===== src/hw/pwr_map.svh =====
`ifndef PWR_MAP_SVH
`define PWR_MAP_SVH

// ****************************************
// register indices (byte address = index * 4)
// ****************************************
`define IDX_P1_WAKE 8'hC0
`define IDX_OSC_MODE 8'hCA
`define IDX_PWR_STATUS 8'hCC

// ****************************************
// mode control field positions
// ****************************************
`define OSC_IDLE_BIT 4
`define OSC_SLEEP_BIT 3
`define OSC_SLOW_BIT 2
`define OSC_HSTOP_BIT 1
`define OSC_ONE_BIT 0

// ****************************************
// operating mode field codes
// ****************************************
`define MODE_NORMAL 2'h0
`define MODE_SLEEP 2'h1
`define MODE_GREEN 2'h2
`define MODE_RSVD 2'h3

// ****************************************
// reset values and warm-up counts
// ****************************************
`define OSC_MODE_RST 8'h01
`define P1_WAKE_RST 4'h0
`define WARM_XTAL_CYC 2048
`define WARM_RC_CYC 32

`endif


===== src/hw/pwr_pkg.sv =====
package pwr_pkg;
   typedef enum logic [1:0] {ST_RUN, ST_SLEEP, ST_WARM, ST_GREEN} pwr_state_t;
   typedef logic [1:0] op_mode_t;
endpackage


===== src/hw/wake_if.sv =====
`timescale 1ns/10ps
interface wake_if #(parameter int W = 5);
   logic arm;
   logic [W-1:0] enable;
   logic change;
   modport detect (input arm, input enable, output change);
   modport ctrl (output arm, output enable, input change);
endinterface


===== src/hw/pin_wake_detect.sv =====
`timescale 1ns/10ps
module pin_wake_detect #(
   parameter int W = 5
)(
   input wire logic clk,
   input wire logic rst_n,
   input wire logic [W-1:0] pin,
   wake_if.detect wif
);
   logic [W-1:0] meta_r;
   logic [W-1:0] lvl_r;
   logic [W-1:0] snap_r;
   logic [W-1:0] raw_diff;
   logic chg_meta_r;
   logic chg_r;
   wire raw_any;

   generate
      for (genvar i = 0; i < W; i++)
      begin : g_pin
         always_ff @(posedge clk or negedge rst_n)
         begin
            if (!rst_n)
            begin
               meta_r[i] <= 1'b0;
               lvl_r[i] <= 1'b0;
               snap_r[i] <= 1'b0;
            end
            else
            begin
               meta_r[i] <= pin[i];
               lvl_r[i] <= meta_r[i];
               // snapshot freezes once armed, so the compare needs no clock
               if (!wif.arm)
                  snap_r[i] <= lvl_r[i];
            end
         end
         // either edge counts as a change
         assign raw_diff[i] = (pin[i] ^ snap_r[i]) & wif.enable[i];
      end
   endgenerate

   assign raw_any = wif.arm & (|raw_diff);

   always_ff @(posedge clk or negedge rst_n)
   begin
      if (!rst_n)
      begin
         chg_meta_r <= 1'b0;
         chg_r <= 1'b0;
      end
      else
      begin
         chg_meta_r <= raw_any;
         chg_r <= chg_meta_r;
      end
   end

   assign wif.change = chg_r;
endmodule // pin_wake_detect


===== src/hw/power_mode_wakeup_ctrl.sv =====
`timescale 1ns/10ps
`include "pwr_map.svh"
// How it works
// - writing one to sleep_request_bit enters power-down and halts the core
// - leaving power-down clears sleep_request_bit automatically
// - power-down stops external high, internal high and internal low oscillators
// - power-down always wakes into normal high-speed mode
// - only enabled port pin changes wake power-down, never a timer overflow
// - any rising or falling edge on a wake-enabled pin is a trigger
// - port zero pins are always wake-enabled
// - port1_wake_enable: four write-only per-pin enables, cleared at reset
// - writing one to idle_request_bit enters green mode and halts the core
// - leaving green mode clears idle_request_bit automatically
// - in green mode the system clock oscillator keeps running for the timer
// - green mode wakes on port pin change or base_timer overflow
// - green mode returns to the mode used before, normal or slow
// - pwm_timer keeps running in green mode but its overflow never wakes
// - crystal high oscillator: wait 2048 high clocks after power-down wake
// - internal RC high oscillator: wait 32 high clocks after power-down wake
// - green mode wake inserts no warm-up delay
// - stopping the high oscillator in normal mode acts as power-down
// - mode field bits four to three: 00 normal, 01 sleep, 10 green
// - high_osc_stop bit one halts high oscillator; low oscillator keeps running in every mode except power-down
module power_mode_wakeup_ctrl #(
   parameter int P0_PINS = 1,
   parameter int P1_PINS = 4,
   parameter int WARM_XTAL = `WARM_XTAL_CYC,
   parameter int WARM_RC = `WARM_RC_CYC
)(
   input wire logic pclk,
   input wire logic presetn,
   input wire logic psel,
   input wire logic penable,
   input wire logic pwrite,
   input wire logic [9:0] paddr,
   input wire logic [31:0] pwdata,
   output logic [31:0] prdata,
   output logic pready,
   output logic pslverr,
   input wire logic [P0_PINS-1:0] port_zero_pin,
   input wire logic [P1_PINS-1:0] port_one_pin,
   input wire logic base_timer_overflow,
   input wire logic pwm_timer_overflow,
   input wire logic hosc_is_rc,
   output logic cpu_run,
   output logic hosc_enable,
   output logic losc_enable,
   output logic slow_clock_sel,
   output logic base_timer_clk_en,
   output logic pwm_timer_clk_en,
   output logic [1:0] op_mode
);
   localparam int NPIN = P0_PINS + P1_PINS;
   localparam int CW = $clog2(WARM_XTAL + 1);

   // ****************************************
   // elaboration checks
   // ****************************************
   generate
      if (P1_PINS < 1 || P1_PINS > 4)
      begin : g_bad_p1
         $error("port one wake width must be 1 to 4");
      end
      if (P0_PINS < 1 || P0_PINS > 8)
      begin : g_bad_p0
         $error("port zero wake width must be 1 to 8");
      end
      if (WARM_RC < 1 || WARM_XTAL < WARM_RC)
      begin : g_bad_warm
         $error("warm-up counts must be positive, crystal not below RC");
      end
   endgenerate

   // ****************************************
   // state and registers
   // ****************************************
   pwr_pkg::pwr_state_t state_r, state_nxt;
   logic [CW-1:0] warm_cnt_r, warm_cnt_nxt;
   logic sleep_req_r, sleep_req_nxt;
   logic idle_req_r, idle_req_nxt;
   logic slow_sel_r, slow_sel_nxt;
   logic hstop_r, hstop_nxt;
   logic [P1_PINS-1:0] p1_wake_en_r, p1_wake_en_nxt;
   logic [31:0] prdata_r;
   logic cpu_run_r;
   logic hosc_en_r;
   logic losc_en_r;
   logic tmr_en_r;
   logic [1:0] op_mode_r;
   logic [1:0] op_mode_nxt;

   wake_if #(.W(NPIN)) wif ();

   // ****************************************
   // apb decode
   // ****************************************
   wire setup_ph = psel & ~penable;
   wire access_ph = psel & penable;
   wire word_ok = (paddr[1:0] == 2'h0);
   wire hit_p1 = word_ok & (paddr[9:2] == `IDX_P1_WAKE);
   wire hit_osc = word_ok & (paddr[9:2] == `IDX_OSC_MODE);
   wire hit_stat = word_ok & (paddr[9:2] == `IDX_PWR_STATUS);
   wire mapped = hit_p1 | hit_osc | hit_stat;
   wire wr_p1 = access_ph & pwrite & hit_p1;
   wire wr_osc = access_ph & pwrite & hit_osc;
   wire warm_busy = (state_r == pwr_pkg::ST_WARM);

   // zero wait states; unmapped or misaligned words answer with an error
   assign pready = 1'b1;
   assign pslverr = access_ph & ~mapped;

   // ****************************************
   // read values
   // ****************************************
   wire [7:0] osc_rd = {3'h0, idle_req_r, sleep_req_r, slow_sel_r, hstop_r, 1'b1};
   // enables are write-only, so that word reads back as zero
   wire [7:0] stat_rd = {5'h0, warm_busy, op_mode_r};
   wire [7:0] rd_sel = hit_osc ? osc_rd : (hit_stat ? stat_rd : 8'h00);

   // ****************************************
   // mode field and entry conditions
   // ****************************************
   wire [1:0] mode_field = {idle_req_r, sleep_req_r};
   // reserved code 11 requests nothing
   wire want_sleep = (mode_field == `MODE_SLEEP);
   wire want_green = (mode_field == `MODE_GREEN);
   // normal mode with its high oscillator stopped has no clock left
   wire no_sys_clk = hstop_r & ~slow_sel_r;
   wire pin_wake = wif.change;
   // pwm_timer_overflow is deliberately not a wake source
   wire green_wake = pin_wake | base_timer_overflow;
   wire [CW-1:0] warm_load = hosc_is_rc ? CW'(WARM_RC) : CW'(WARM_XTAL);

   // ****************************************
   // wake detector
   // ****************************************
   // port zero pins always armed, port one pins per enable bit
   assign wif.enable = {p1_wake_en_r, {P0_PINS{1'b1}}};
   assign wif.arm = (state_r == pwr_pkg::ST_SLEEP) | (state_r == pwr_pkg::ST_GREEN);

   pin_wake_detect #(
      .W(NPIN)
   ) u_detect (
      .clk(pclk),
      .rst_n(presetn),
      .pin({port_one_pin, port_zero_pin}),
      .wif(wif.detect)
   );

   // ****************************************
   // next-state logic
   // ****************************************
   always_comb
   begin
      state_nxt = state_r;
      warm_cnt_nxt = warm_cnt_r;
      sleep_req_nxt = sleep_req_r;
      idle_req_nxt = idle_req_r;
      slow_sel_nxt = slow_sel_r;
      hstop_nxt = hstop_r;
      p1_wake_en_nxt = p1_wake_en_r;
      case (state_r)
         pwr_pkg::ST_RUN:
         begin
            if (want_sleep || no_sys_clk)
            begin
               state_nxt = pwr_pkg::ST_SLEEP;
            end
            else if (want_green)
            begin
               state_nxt = pwr_pkg::ST_GREEN;
            end
         end
         pwr_pkg::ST_SLEEP:
         begin
            // a timer overflow cannot reach this branch
            if (pin_wake)
            begin
               state_nxt = pwr_pkg::ST_WARM;
               warm_cnt_nxt = warm_load;
               sleep_req_nxt = 1'b0;
               slow_sel_nxt = 1'b0;
               hstop_nxt = 1'b0;
            end
         end
         pwr_pkg::ST_WARM:
         begin
            if (warm_cnt_r <= CW'(1))
            begin
               state_nxt = pwr_pkg::ST_RUN;
               warm_cnt_nxt = '0;
            end
            else
            begin
               warm_cnt_nxt = warm_cnt_r - CW'(1);
            end
         end
         pwr_pkg::ST_GREEN:
         begin
            if (green_wake)
            begin
               // straight back to run, slow select untouched
               state_nxt = pwr_pkg::ST_RUN;
               idle_req_nxt = 1'b0;
            end
         end
         default:
         begin
            state_nxt = pwr_pkg::ST_RUN;
         end
      endcase
      // a software write lands after the hardware clear, so it is never lost
      if (wr_osc)
      begin
         idle_req_nxt = pwdata[`OSC_IDLE_BIT];
         sleep_req_nxt = pwdata[`OSC_SLEEP_BIT];
         slow_sel_nxt = pwdata[`OSC_SLOW_BIT];
         hstop_nxt = pwdata[`OSC_HSTOP_BIT];
      end
      if (wr_p1)
      begin
         p1_wake_en_nxt = pwdata[P1_PINS-1:0];
      end
   end

   // ****************************************
   // output decode
   // ****************************************
   always_comb
   begin
      case (state_nxt)
         pwr_pkg::ST_SLEEP: op_mode_nxt = `MODE_SLEEP;
         pwr_pkg::ST_WARM: op_mode_nxt = `MODE_SLEEP;
         pwr_pkg::ST_GREEN: op_mode_nxt = `MODE_GREEN;
         default: op_mode_nxt = `MODE_NORMAL;
      endcase
   end

   wire run_nxt = (state_nxt == pwr_pkg::ST_RUN);
   wire sleep_nxt = (state_nxt == pwr_pkg::ST_SLEEP);
   wire warm_nxt = (state_nxt == pwr_pkg::ST_WARM);
   // every oscillator stops in power-down; warm-up forces the high one on
   wire hosc_nxt = warm_nxt | (~sleep_nxt & ~hstop_nxt);
   wire losc_nxt = ~sleep_nxt;
   // both timers keep their clock in green mode
   wire tmr_nxt = ~sleep_nxt & ~warm_nxt;

   // ****************************************
   // registers
   // ****************************************
   always_ff @(posedge pclk or negedge presetn)
   begin
      if (!presetn)
      begin
         state_r <= pwr_pkg::ST_RUN;
         warm_cnt_r <= '0;
      end
      else
      begin
         state_r <= state_nxt;
         warm_cnt_r <= warm_cnt_nxt;
      end
   end

   always_ff @(posedge pclk or negedge presetn)
   begin
      if (!presetn)
      begin
         idle_req_r <= 1'b0;
         sleep_req_r <= 1'b0;
         slow_sel_r <= 1'b0;
         hstop_r <= 1'b0;
      end
      else
      begin
         idle_req_r <= idle_req_nxt;
         sleep_req_r <= sleep_req_nxt;
         slow_sel_r <= slow_sel_nxt;
         hstop_r <= hstop_nxt;
      end
   end

   always_ff @(posedge pclk or negedge presetn)
   begin
      if (!presetn)
         p1_wake_en_r <= P1_PINS'(`P1_WAKE_RST);
      else
         p1_wake_en_r <= p1_wake_en_nxt;
   end

   // read data is captured in the setup phase and stands through access
   always_ff @(posedge pclk or negedge presetn)
   begin
      if (!presetn)
         prdata_r <= 32'h0000_0000;
      else if (setup_ph && !pwrite)
         prdata_r <= {24'h00_0000, rd_sel};
   end

   always_ff @(posedge pclk or negedge presetn)
   begin
      if (!presetn)
      begin
         cpu_run_r <= 1'b1;
         hosc_en_r <= 1'b1;
         losc_en_r <= 1'b1;
         tmr_en_r <= 1'b1;
         op_mode_r <= `MODE_NORMAL;
      end
      else
      begin
         cpu_run_r <= run_nxt;
         hosc_en_r <= hosc_nxt;
         losc_en_r <= losc_nxt;
         tmr_en_r <= tmr_nxt;
         op_mode_r <= op_mode_nxt;
      end
   end

   // ****************************************
   // outputs
   // ****************************************
   assign prdata = prdata_r;
   assign cpu_run = cpu_run_r;
   assign hosc_enable = hosc_en_r;
   assign losc_enable = losc_en_r;
   assign slow_clock_sel = slow_sel_r;
   assign base_timer_clk_en = tmr_en_r;
   assign pwm_timer_clk_en = tmr_en_r;
   assign op_mode = op_mode_r;

endmodule // power_mode_wakeup_ctrl


===== config.mk =====
export PLATFORM = sky130hd
export DESIGN_NAME = power_mode_wakeup_ctrl
export DESIGN_NICKNAME = d
export VERILOG_FILES = /design/src/hw/pwr_pkg.sv /design/src/hw/wake_if.sv /design/src/hw/pin_wake_detect.sv /design/src/hw/power_mode_wakeup_ctrl.sv
export VERILOG_INCLUDE_DIRS = /design/src /design/src/hw
export SDC_FILE = /design/constraint.sdc
export NUM_CORES = 1
export LEC_CHECK = 0
export BUFFER_PORTS_ARGS = -buffer_cell sky130_fd_sc_hd__buf_2
export CAP_MARGIN = 20
export CORE_ASPECT_RATIO = 0.7
export CORE_MARGIN = 2
export CORE_UTILIZATION = 30
export CTS_BUF_LIST = sky130_fd_sc_hd__clkbuf_4 sky130_fd_sc_hd__clkbuf_8 sky130_fd_sc_hd__clkbuf_16
export DETAILED_ROUTE_END_ITERATION = 12
export SYNTH_ARGS = -nofsm -noshare
export SYNTH_HDL_FRONTEND = slang
export SYNTH_SLANG_ARGS = --single-unit

===== constraint.sdc =====
create_clock -name pclk -period 6.2 [get_ports pclk]
set_clock_uncertainty 0.1 [all_clocks]
set_input_delay 0.93 -clock pclk [delete_from_list [all_inputs] [get_ports pclk]]
set_output_delay 0.93 -clock pclk [all_outputs]
set_load 0.02 [all_outputs]

==> reports/metrics.cfg, run 1 <==
[logic_synthesis]
netlist.top_cell.by_area = dfrtp_1
synth_top_area_share_pct = 45.4
synthArstFlopShare_pct = 100
seq_area_frac_synth_pct = 49.6
synth_edf_count = 0
synth_simple_gate_area_share_pct = 17.9
synth_xor_area_share_pct = 2.77
synth.area.top_cells = dfrtp_1 45%, buf_4 8.6%, dfstp_2 4.1%
syn_inst = 236
syn_area_per_cell_sq_um = 10.7
synth_adder_area_share_pct = 2.96
synth_top_family_by_area = simple AND/OR/NAND/NOR gates
yosysWarnings = 0
ys_ff_latch = 50
netlist_area_sq_um = 2530
synth-compound-area-share_pct = 10.2
muxShareOfSynthArea_pct = 4.99
synthDistinctLibCells = 53
synth_ff_type = dfrtp_1

[setup_path]
slowest_stage = nand3b_1
critPathLaunchType = primary input
setup.worst_path.start = paddr[4]
regToRegSetupSlack_ps = 3570
crit_arrival_ps = 1780
cpMostUsedCell = buf_2
reg2reg_from = state_r[0]
crit_type = in2out
path_max_fanout = 5
crit_required_ps = 5170
path_cells = buf_2, nand3b_1, o21ai_0, a31oi_1, buf_2
crit_path_end = pslverr
crit_path_end_kind = primary output
r2r_end = op_mode[0]
critPathMaxStageDelay_ps = 220
r2r_cells = 5

[floorplanning]
die_h_microns = 80.9
die-width_microns = 114
fp-row-count = 28
io_pins = 97
core_sq_um = 8340
start_util_pct = 30.4
die_area_sq_um = 9210

[clock_tree]
clk_latency_ps = 280
post_cts_buffers = 0
path_clk_slew_ps = 70
cts_resized = 0
ctsHoldBuffers = 0
cts_tree = yes
cts_max_level = 2
cts_buffer_depth = 2
cts-root-buf = clkbuf_16
tritoncts.num_buffers = 5
numClockSinks = 50

[sta]
layout_min_cycle_time_ps = 2810
setup_viol = 0
slew_viol_final = 0
finalWorstSetupSlack_ps = 3390
timing.fmax_mhz = 356
final_hold_viol_count = 0
max-slew-margin-rel_pct = 36.3
worstMarginPinSlew_ps = 953
fin_setup_tns_ps = 0
rsz0062_at_grt = no
post-route-period-util_pct = 45.3

[route]
routed_via_density = 4.61
totalWireLength_mm = 5.09
vias = 1761
drtPass1Iterations = 4
routedWlPerCell_microns = 13.3
ant_nets = 0
drt-initial-drc-count = 124
drc_errors = 0

[placed_design]
gp_congestion = 0.792
pre_cts_ws_ps = 3400
dp_cells = 373
hpwl_mm = 3.67
port_buffers = 40

[global_routing]
antenna_found_initial = 0
grt_pass1_wl_mm = 8.25
grt_max_degree = 51
grt_overflow_total = 0
grt_pass1_vias = 1594
grt_use_total_pct = 11.6

[pwr]
leakagePower_uw = 0.00138
ir_drop_v = 0.000194
p_per_area_nw_per_um2 = 433

[final_layout]
layout.cells.non_filler = 382
final_nets = 337
antennaDiodeCount = 0
post-route-util_pct = 35.2
drive_gt1_share_pct = 25.3
syn_to_final_growth_pct = 16.0

[hold_path]
hold_class = reg2reg

[run_status]
status = finished clean

[run]
maxCapViolCount = 0

## how the worst min path moves through the flow
| stage | cells after the start | startpoint | to |
|---|---|---|---|
| global route | 0 | u_detect.meta_r[0] | u_detect.lvl_r[0] |
| global placement | 0 | u_detect.meta_r[0] | u_detect.lvl_r[0] |
| finish | 0 | u_detect.meta_r[0] | u_detect.lvl_r[0] |
| detailed placement | 0 | u_detect.meta_r[4] | u_detect.lvl_r[4] |
| floorplan | 0 | u_detect.meta_r[0] | u_detect.lvl_r[0] |
| CTS | 0 | u_detect.meta_r[4] | u_detect.lvl_r[4] |
## critical path, delay by kind of cell
kind | cells | cell delay, ps
AOI/OAI and AO/OA | 2 | 320
and+or+nand+nor | 1 | 220
buffers and inverters | 2 | 310
## report_power, final
| group | leakage (uW) | internal (uW) | switching [uW] |
|---|---|---|---|
| clock network | 0.0000940 | 232 | 119 |
| logic | 0.000654 | 164 | 247 |
| registers | 0.000633 | 420 | 91.3 |
## per-stage QoR
step                cell area (sq um)  hold slack, ps  total power (uW)
floorplan                        2630             231               821
global placement                 2730             231               919
detailed placement               2730             235               925
CTS                              2920             251              1290
global route                     2940             256              1380
finish                           2940             249              1270
## state kept, by name, summed over array words and instances (netlist names)
register and count:
base_timer_clk_en 1, cpu_run 1, hosc_enable 1, hstop_r 1
idle_req_r 1, losc_enable 1, op_mode 2, p1_wake_en_r 4
prdata 5, sleep_req_r 1, slow_clock_sel 1, state_r 2
u_detect.chg_meta_r 1, u_detect.lvl_r 5, u_detect.meta_r 5, u_detect.snap_r 5
u_detect.wif.change 1, warm_cnt_r 12
## placed cells by master, fill, tap and decap left out, types with 2 or more instances in the layout
cell type / netlist / final
o22ai_1: 2 / 2
and2_1: 2 / 2
nor3_1: 5 / 5
nor2b_1: 3 / 3
xor2_1: 6 / 6
or4b_1: 2 / 2
xnor2_1: 2 / 2
o21ai_0: 7 / 7
a221o_1: 2 / 2
a31oi_1: 3 / 3
conb_1: 2 / 28
ha_1: 6 / 6
nand2_1: 22 / 22
nand4b_1: 3 / 3
nor4_2: 3 / 3
nand4_1: 2 / 2
nand2b_1: 2 / 2
dfrtp_1: 46 / 46
o31ai_1: 3 / 3
a222oi_1: 2 / 2
nor4_1: 3 / 3
nand3_1: 12 / 12
inv_1: 13 / 13
nor2_1: 7 / 7
a22o_1: 2 / 2
o211ai_1: 3 / 3
dfstp_2: 4 / 4
buf_2: 1 / 40
a21oi_1: 3 / 3
bufinv_16: 0 / 2
clkbuf_16: 0 / 5
mux2_2: 9 / 9
## synth_stat cells, types with 4 or more instances
library cell and number:
dfrtp_1 46, buf_4 29, nand2_1 22, inv_1 13
nand3_1 12, mux2_2 9, nor2_1 7, o21ai_0 7
ha_1 6, xor2_1 6, nor3_1 5, clkbuf_1 4
dfstp_2 4
## cell type report
type	count	area, sq um
clock inverter	3	68.8
clock buffer	5	125
sequential	50	1260
multi-input combinational	165	1090
tap	105	131
inverter	13	48.8
fill	848	5400
timing repair buffer	41	220
## logic make-up (layout without fill, tap and decap cells)
| group | after synthesis | after routing |
|---|---|---|
| compound gates | 36 | 36 |
| xor+xnor | 8 | 8 |
| fa+ha+maj | 6 | 6 |
| buf+inv | 47 | 62 |
| flops | 50 | 50 |
| mux | 11 | 11 |
| other cells | 2 | 28 |
| simple gates | 76 | 76 |
## per-layer routing
metal	track usage, %	up-vias	wire length [microns]
li1	-	862	-
met1	18.2	832	2730
met2	14.8	65	1970
met3	2.84	2	339
met4	4.39	0	45
met5	0	-	0
(Power assumes the default switching activity.)
==> run 2: changes to the inputs <==
Clock period 6.2 ns to 2.6 ns, I/O delays scaled along.
==> reports/metrics.cfg, run 2 (synthesis results as in run 1) <==
[run_status]
status = finished clean

[sta]
final_hold_viol_count = 0
worstMarginPinSlew_ps = 661
slew_viol_final = 0
timing.fmax_mhz = 494
whs_ps = 36.9
setup_viol = 0
layout_min_cycle_time_ps = 2020
post-route-period-util_pct = 77.9
max-slew-margin-rel_pct = 55.9
rsz0062_at_grt = no
fin_setup_tns_ps = 0

[setup_path]
crit_arrival_ps = 2130
critPathLaunchType = flop
r2r_cells = 8
path_cells = inv_1, ha_1, or2_2, nand4_1, nand2_1, and2_1, ha_1, o21bai_1
setup.worst_path.start = warm_cnt_r[0]
crit_path_end_kind = flop
slowest_stage = dfrtp_1
cpMostUsedCell = ha_1
crit_required_ps = 2710
critPathMaxStageDelay_ps = 450
crit_type = reg2reg
r2r_end = hosc_enable
path_max_fanout = 7
crit_path_end = hosc_enable
regToRegSetupSlack_ps = 580
reg2reg_from = warm_cnt_r[0]

[run]
maxCapViolCount = 0

[route]
vias = 1768
drtPass1Iterations = 4
routed_via_density = 4.54
totalWireLength_mm = 5.22
drc_errors = 0
ant_nets = 0
routedWlPerCell_microns = 13.4
drt-initial-drc-count = 107

[pwr]
p_per_area_nw_per_um2 = 1000
power.total_uw = 2940
leakagePower_uw = 0.00139
ir_drop_v = 0.000421

[placed_design]
port_buffers = 40
gp_congestion = 0.807
hpwl_mm = 3.92

[final_layout]
layout_common_cells = 46 x dfrtp_1, 40 x buf_2, 28 x conb_1
fill_cells = 842
regArea_sq_um = 1260
drive_gt1_share_pct = 27.1
regMostFlops = warm_cnt_r
antennaDiodeCount = 0
layout_commonest_cell = dfrtp_1
multiInputGateArea_sq_um = 1090
largest_reg_flops = 12
syn_to_final_growth_pct = 15.9
final_nets = 344

[clock_tree]
post_cts_buffers = 0
cts-root-buf = clkbuf_16
cts_max_level = 2
ctsHoldBuffers = 0
numClockSinks = 50
cts_resized = 0
path_clk_slew_ps = 60
cts_tree = yes
clk_latency_ps = 280
cts_buffer_depth = 2
tritoncts.num_buffers = 5

[global_routing]
gr-usage-met2_pct = 16.1
grt_max_degree = 30
antenna_found_initial = 0
grt_pass1_wl_mm = 8.36
gr-usage-met3_pct = 2.46
grt_util_met1_pct = 18.0
top_usage_layer = met1
grt_use_total_pct = 11.7
grt_pass1_vias = 1622
grt_overflow_total = 0

[floorplanning]
io_pins = 97
die_area_sq_um = 9210
die_h_microns = 80.9
die-width_microns = 114
core_sq_um = 8340
start_util_pct = 30.4
fp-row-count = 28

[hold_path]
hold_class = in2async

## run 2: how the worst min path moves through the flow
stage | endpoint | cells after the start
6_report | warm_cnt_r[9] | 1
5_1_grt | warm_cnt_r[9] | 1
4_1_cts | prdata[2] | 1
3_5_place_dp | u_detect.lvl_r[4] | 0
3_3_place_gp | u_detect.lvl_r[3] | 0
2_1_floorplan | hstop_r | 0
## run 2: area by class of cell
cell class | instances | share of cell area [%]
timing repair buffer | 48 | 8.86
multi-input combinational | 165 | 37.1
inverter | 13 | 1.66
tap | 105 | 4.47
clock buffer | 6 | 4.73
clock inverter | 2 | 0.426
sequential | 50 | 42.8
## run 2: where the power goes
group | internal (uW) | total [uW] | switching [uW]
Sequential | 1000 | 1220 | 221
Clock | 381 | 655 | 274
Combinational | 452 | 1060 | 609
Total | 1840 | 2940 | 1100
## run 2: stage by stage
step,worst slack [ps],util [%],cell area [sq um],instances
CTS,574,35.2,2940,389
detailed placement,529,33.4,2790,381
global placement,495,33.4,2790,381
floorplan,564,-,2630,262
global route,446,35.2,2940,389
finish,575,35.2,2940,389
## run 2: per-layer routing
metal	wire, microns	vias to the layer above	share of wire (%)
met5	0	-	0
met4	67	0	1.3
met3	299	5	5.7
met2	2050	54	39
met1	2800	837	54
li1	-	872	-
## run 2: critical path, delay by kind of cell, from the launching register on
kind | cells | cell delay (ps)
DFF | 1 | 450
AOI/OAI and AO/OA | 1 | 180
buffers and inverters | 1 | 70
adders and majority gates | 2 | 450
and+or+nand+nor | 4 | 710
==> run 3: changes to the inputs <==
Settings changed: ABC_AREA set to 1.
Clock period 2.6 ns to 1.65 ns, I/O delays scaled along.
==> reports/metrics.cfg, run 3 <==
[route]
totalWireLength_mm = 5.63
vias = 2090
routed_via_density = 4.11
drtPass1Iterations = 4
ant_nets = 0
routedWlPerCell_microns = 11.1
drt-initial-drc-count = 121
drc_errors = 0

[setup_path]
path_max_fanout = 3
crit_type = reg2reg
crit_path_end = hosc_enable
r2r_cells = 11
critPathLaunchType = flop
regToRegSetupSlack_ps = -20
reg2reg_from = warm_cnt_r[0]
crit_required_ps = 1780
crit_path_end_kind = flop
crit_arrival_ps = 1800
setup.worst_path.start = warm_cnt_r[0]
r2r_end = hosc_enable

[logic_synthesis]
syn_inst = 309
yosysMostFrequentCell = nand2_1
ys_ff_latch = 50
syn_area_per_cell_sq_um = 8.50
netlist_area_sq_um = 2630
seq_area_frac_synth_pct = 47.9
synth-compound-area-share_pct = 5.53
yosysWarnings = 0
synth_adder_area_share_pct = 2.86
synth_top_family_by_area = simple AND/OR/NAND/NOR gates
synthDistinctLibCells = 32
synth_edf_count = 0
netlist.top_cell.by_area = dfrtp_1
synth.area.top_cells = dfrtp_1 44%, nand2_1 9.7%, buf_4 8.3%
synth_simple_gate_area_share_pct = 25.5
synth_ff_type = dfrtp_1
synthTopCellsByCount = 68 x nand2_1, 46 x dfrtp_1, 37 x nor2_1
muxShareOfSynthArea_pct = 0
synth_xor_area_share_pct = 3.34
synthArstFlopShare_pct = 100
synth_top_area_share_pct = 43.9

[floorplanning]
core_sq_um = 8480
die_h_microns = 82.3
start_util_pct = 31.0
io_pins = 97
fp-row-count = 28
die-width_microns = 116
die_area_sq_um = 9530

[sta]
post-route-period-util_pct = 101
setup_viol = 1
final_hold_viol_count = 0
rsz0062_at_grt = yes
whs_ps = 84.2
timing.fmax_mhz = 598
slew_viol_final = 0
finalWorstSetupSlack_ps = -22.9
layout_min_cycle_time_ps = 1670

[final_layout]
syn_to_final_growth_pct = 29.7
fill_cells = 905
drive_gt1_share_pct = 32.2
regMostFlops = warm_cnt_r
largest_reg_flops = 12
antennaDiodeCount = 0
multiInputGateArea_sq_um = 1190
fin_area_sq_um = 3410
layout_commonest_cell = nand2_1
regArea_sq_um = 1260
layout_common_cells = 65 x nand2_1, 43 x dfrtp_1, 40 x buf_2
final_nets = 448

[pwr]
leakagePower_uw = 0.00170
ir_drop_v = 0.000443
p_per_area_nw_per_um2 = 740

[global_routing]
antenna_found_initial = 0
grt_use_total_pct = 12.4
grt_overflow_total = 0
grt_pass1_wl_mm = 9.04
grt_max_degree = 37
grt_pass1_vias = 1968

[run_status]
status = finished with violations
violations = setup timing

[clock_tree]
tritoncts.num_buffers = 5
cts_tree = yes
numClockSinks = 50
cts_max_level = 2
cts-root-buf = clkbuf_16
clk_latency_ps = 300
path_clk_slew_ps = 70
cts_buffer_depth = 2

[placed_design]
place_area_sq_um = 3040
hpwl_mm = 4.28
gp_congestion = 0.797
port_buffers = 40

[run]
maxCapViolCount = 0

[hold_path]
hold_class = in2reg

-- run 3: cell types whose count changed in the layout (fill, tap and decap cells not counted), moves of 7 or more --
cell / before / now
buf_4: 8 / 30
inv_1: 13 / 28
inv_2: 0 / 7
mux2_2: 9 / 0
nand2_1: 22 / 65
nor2_1: 7 / 31
o21ai_0: 7 / 15
-- run 3: how the worst min path moves through the flow --
stage                   start       endpoint  slack, ps  cells after the start
floorplan             presetn        hstop_r       -150                      0
global placement      presetn  warm_cnt_r[9]         80                      1
detailed placement    presetn  warm_cnt_r[8]         90                      1
CTS                 pwdata[4]     idle_req_r        100                      3
global route        pwdata[4]     idle_req_r        110                      3
finish              pwdata[4]     idle_req_r         80                      3
-- run 3: worst max-delay path: stages (launching register included) --
cell and delay [ps]:
dfrtp_2 440, inv_2 90, ha_4 130, nand2_2 50
nand2_1 60, nand2_1 60, nand2_2 70, nand4_1 180
buf_4 210, ha_4 150, inv_2 40, nand2_1 40
-- run 3: per-stage QoR --
stage	power, uW	setup TNS (ps)	worst slack (ps)	std cells	util (%)
after global routing	2630	-336	-125	508	40.2
after floorplan	1420	0	16.3	335	-
after global placement	1450	-127	-65.1	487	35.8
final	2520	-22.9	-22.9	508	40.2
after CTS	2550	-17.5	-17.5	505	39.5
after detailed placement	1460	-195	-101	487	35.8
-- run 3: logic make-up (layout without fill, tap and decap cells) --
family | after synthesis | in the layout
AND/OR/NAND/NOR | 146 | 146
other | 2 | 28
AO/OA/AOI/OAI | 27 | 27
XOR/XNOR | 10 | 10
flip-flops | 50 | 50
buffers and inverters | 68 | 121
adder cells (fa/ha/maj) | 6 | 6
-- run 3: timing repair --
action	CTS	global route
gates resized for setup	16	14
setup endpoints to repair	4	14
pin swaps	7	1
setup buffers	4	3
hold buffers	6	0
endpoints found under the hold margin	19	0
-- run 3: power by group --
group / switching (uW) / internal [uW] / total (uW)
logic: 132 / 57.3 / 189
clock network: 468 / 609 / 1080
registers: 8.63 / 1250 / 1250
total: 608 / 1910 / 2520
-- run 3: cell type report --
class	instances	area share, %
multi-input combinational	217	35.1
sequential	50	37.0
clock inverter	2	0.478
clock buffer	6	4.08
tap	120	4.41
timing repair buffer	77	14.8
inverter	36	4.11
-- run 3: routing by layer --
layer | wire length [microns] | track usage, % | part of all wire, % | vias to the layer above
li1 | - | - | - | 1063
met4 | 70 | 4.05 | 1.2 | 0
met3 | 264 | 3.80 | 4.7 | 7
met5 | 0 | 0 | 0 | -
met1 | 2840 | 17.2 | 50 | 981
met2 | 2450 | 18.5 | 44 | 39
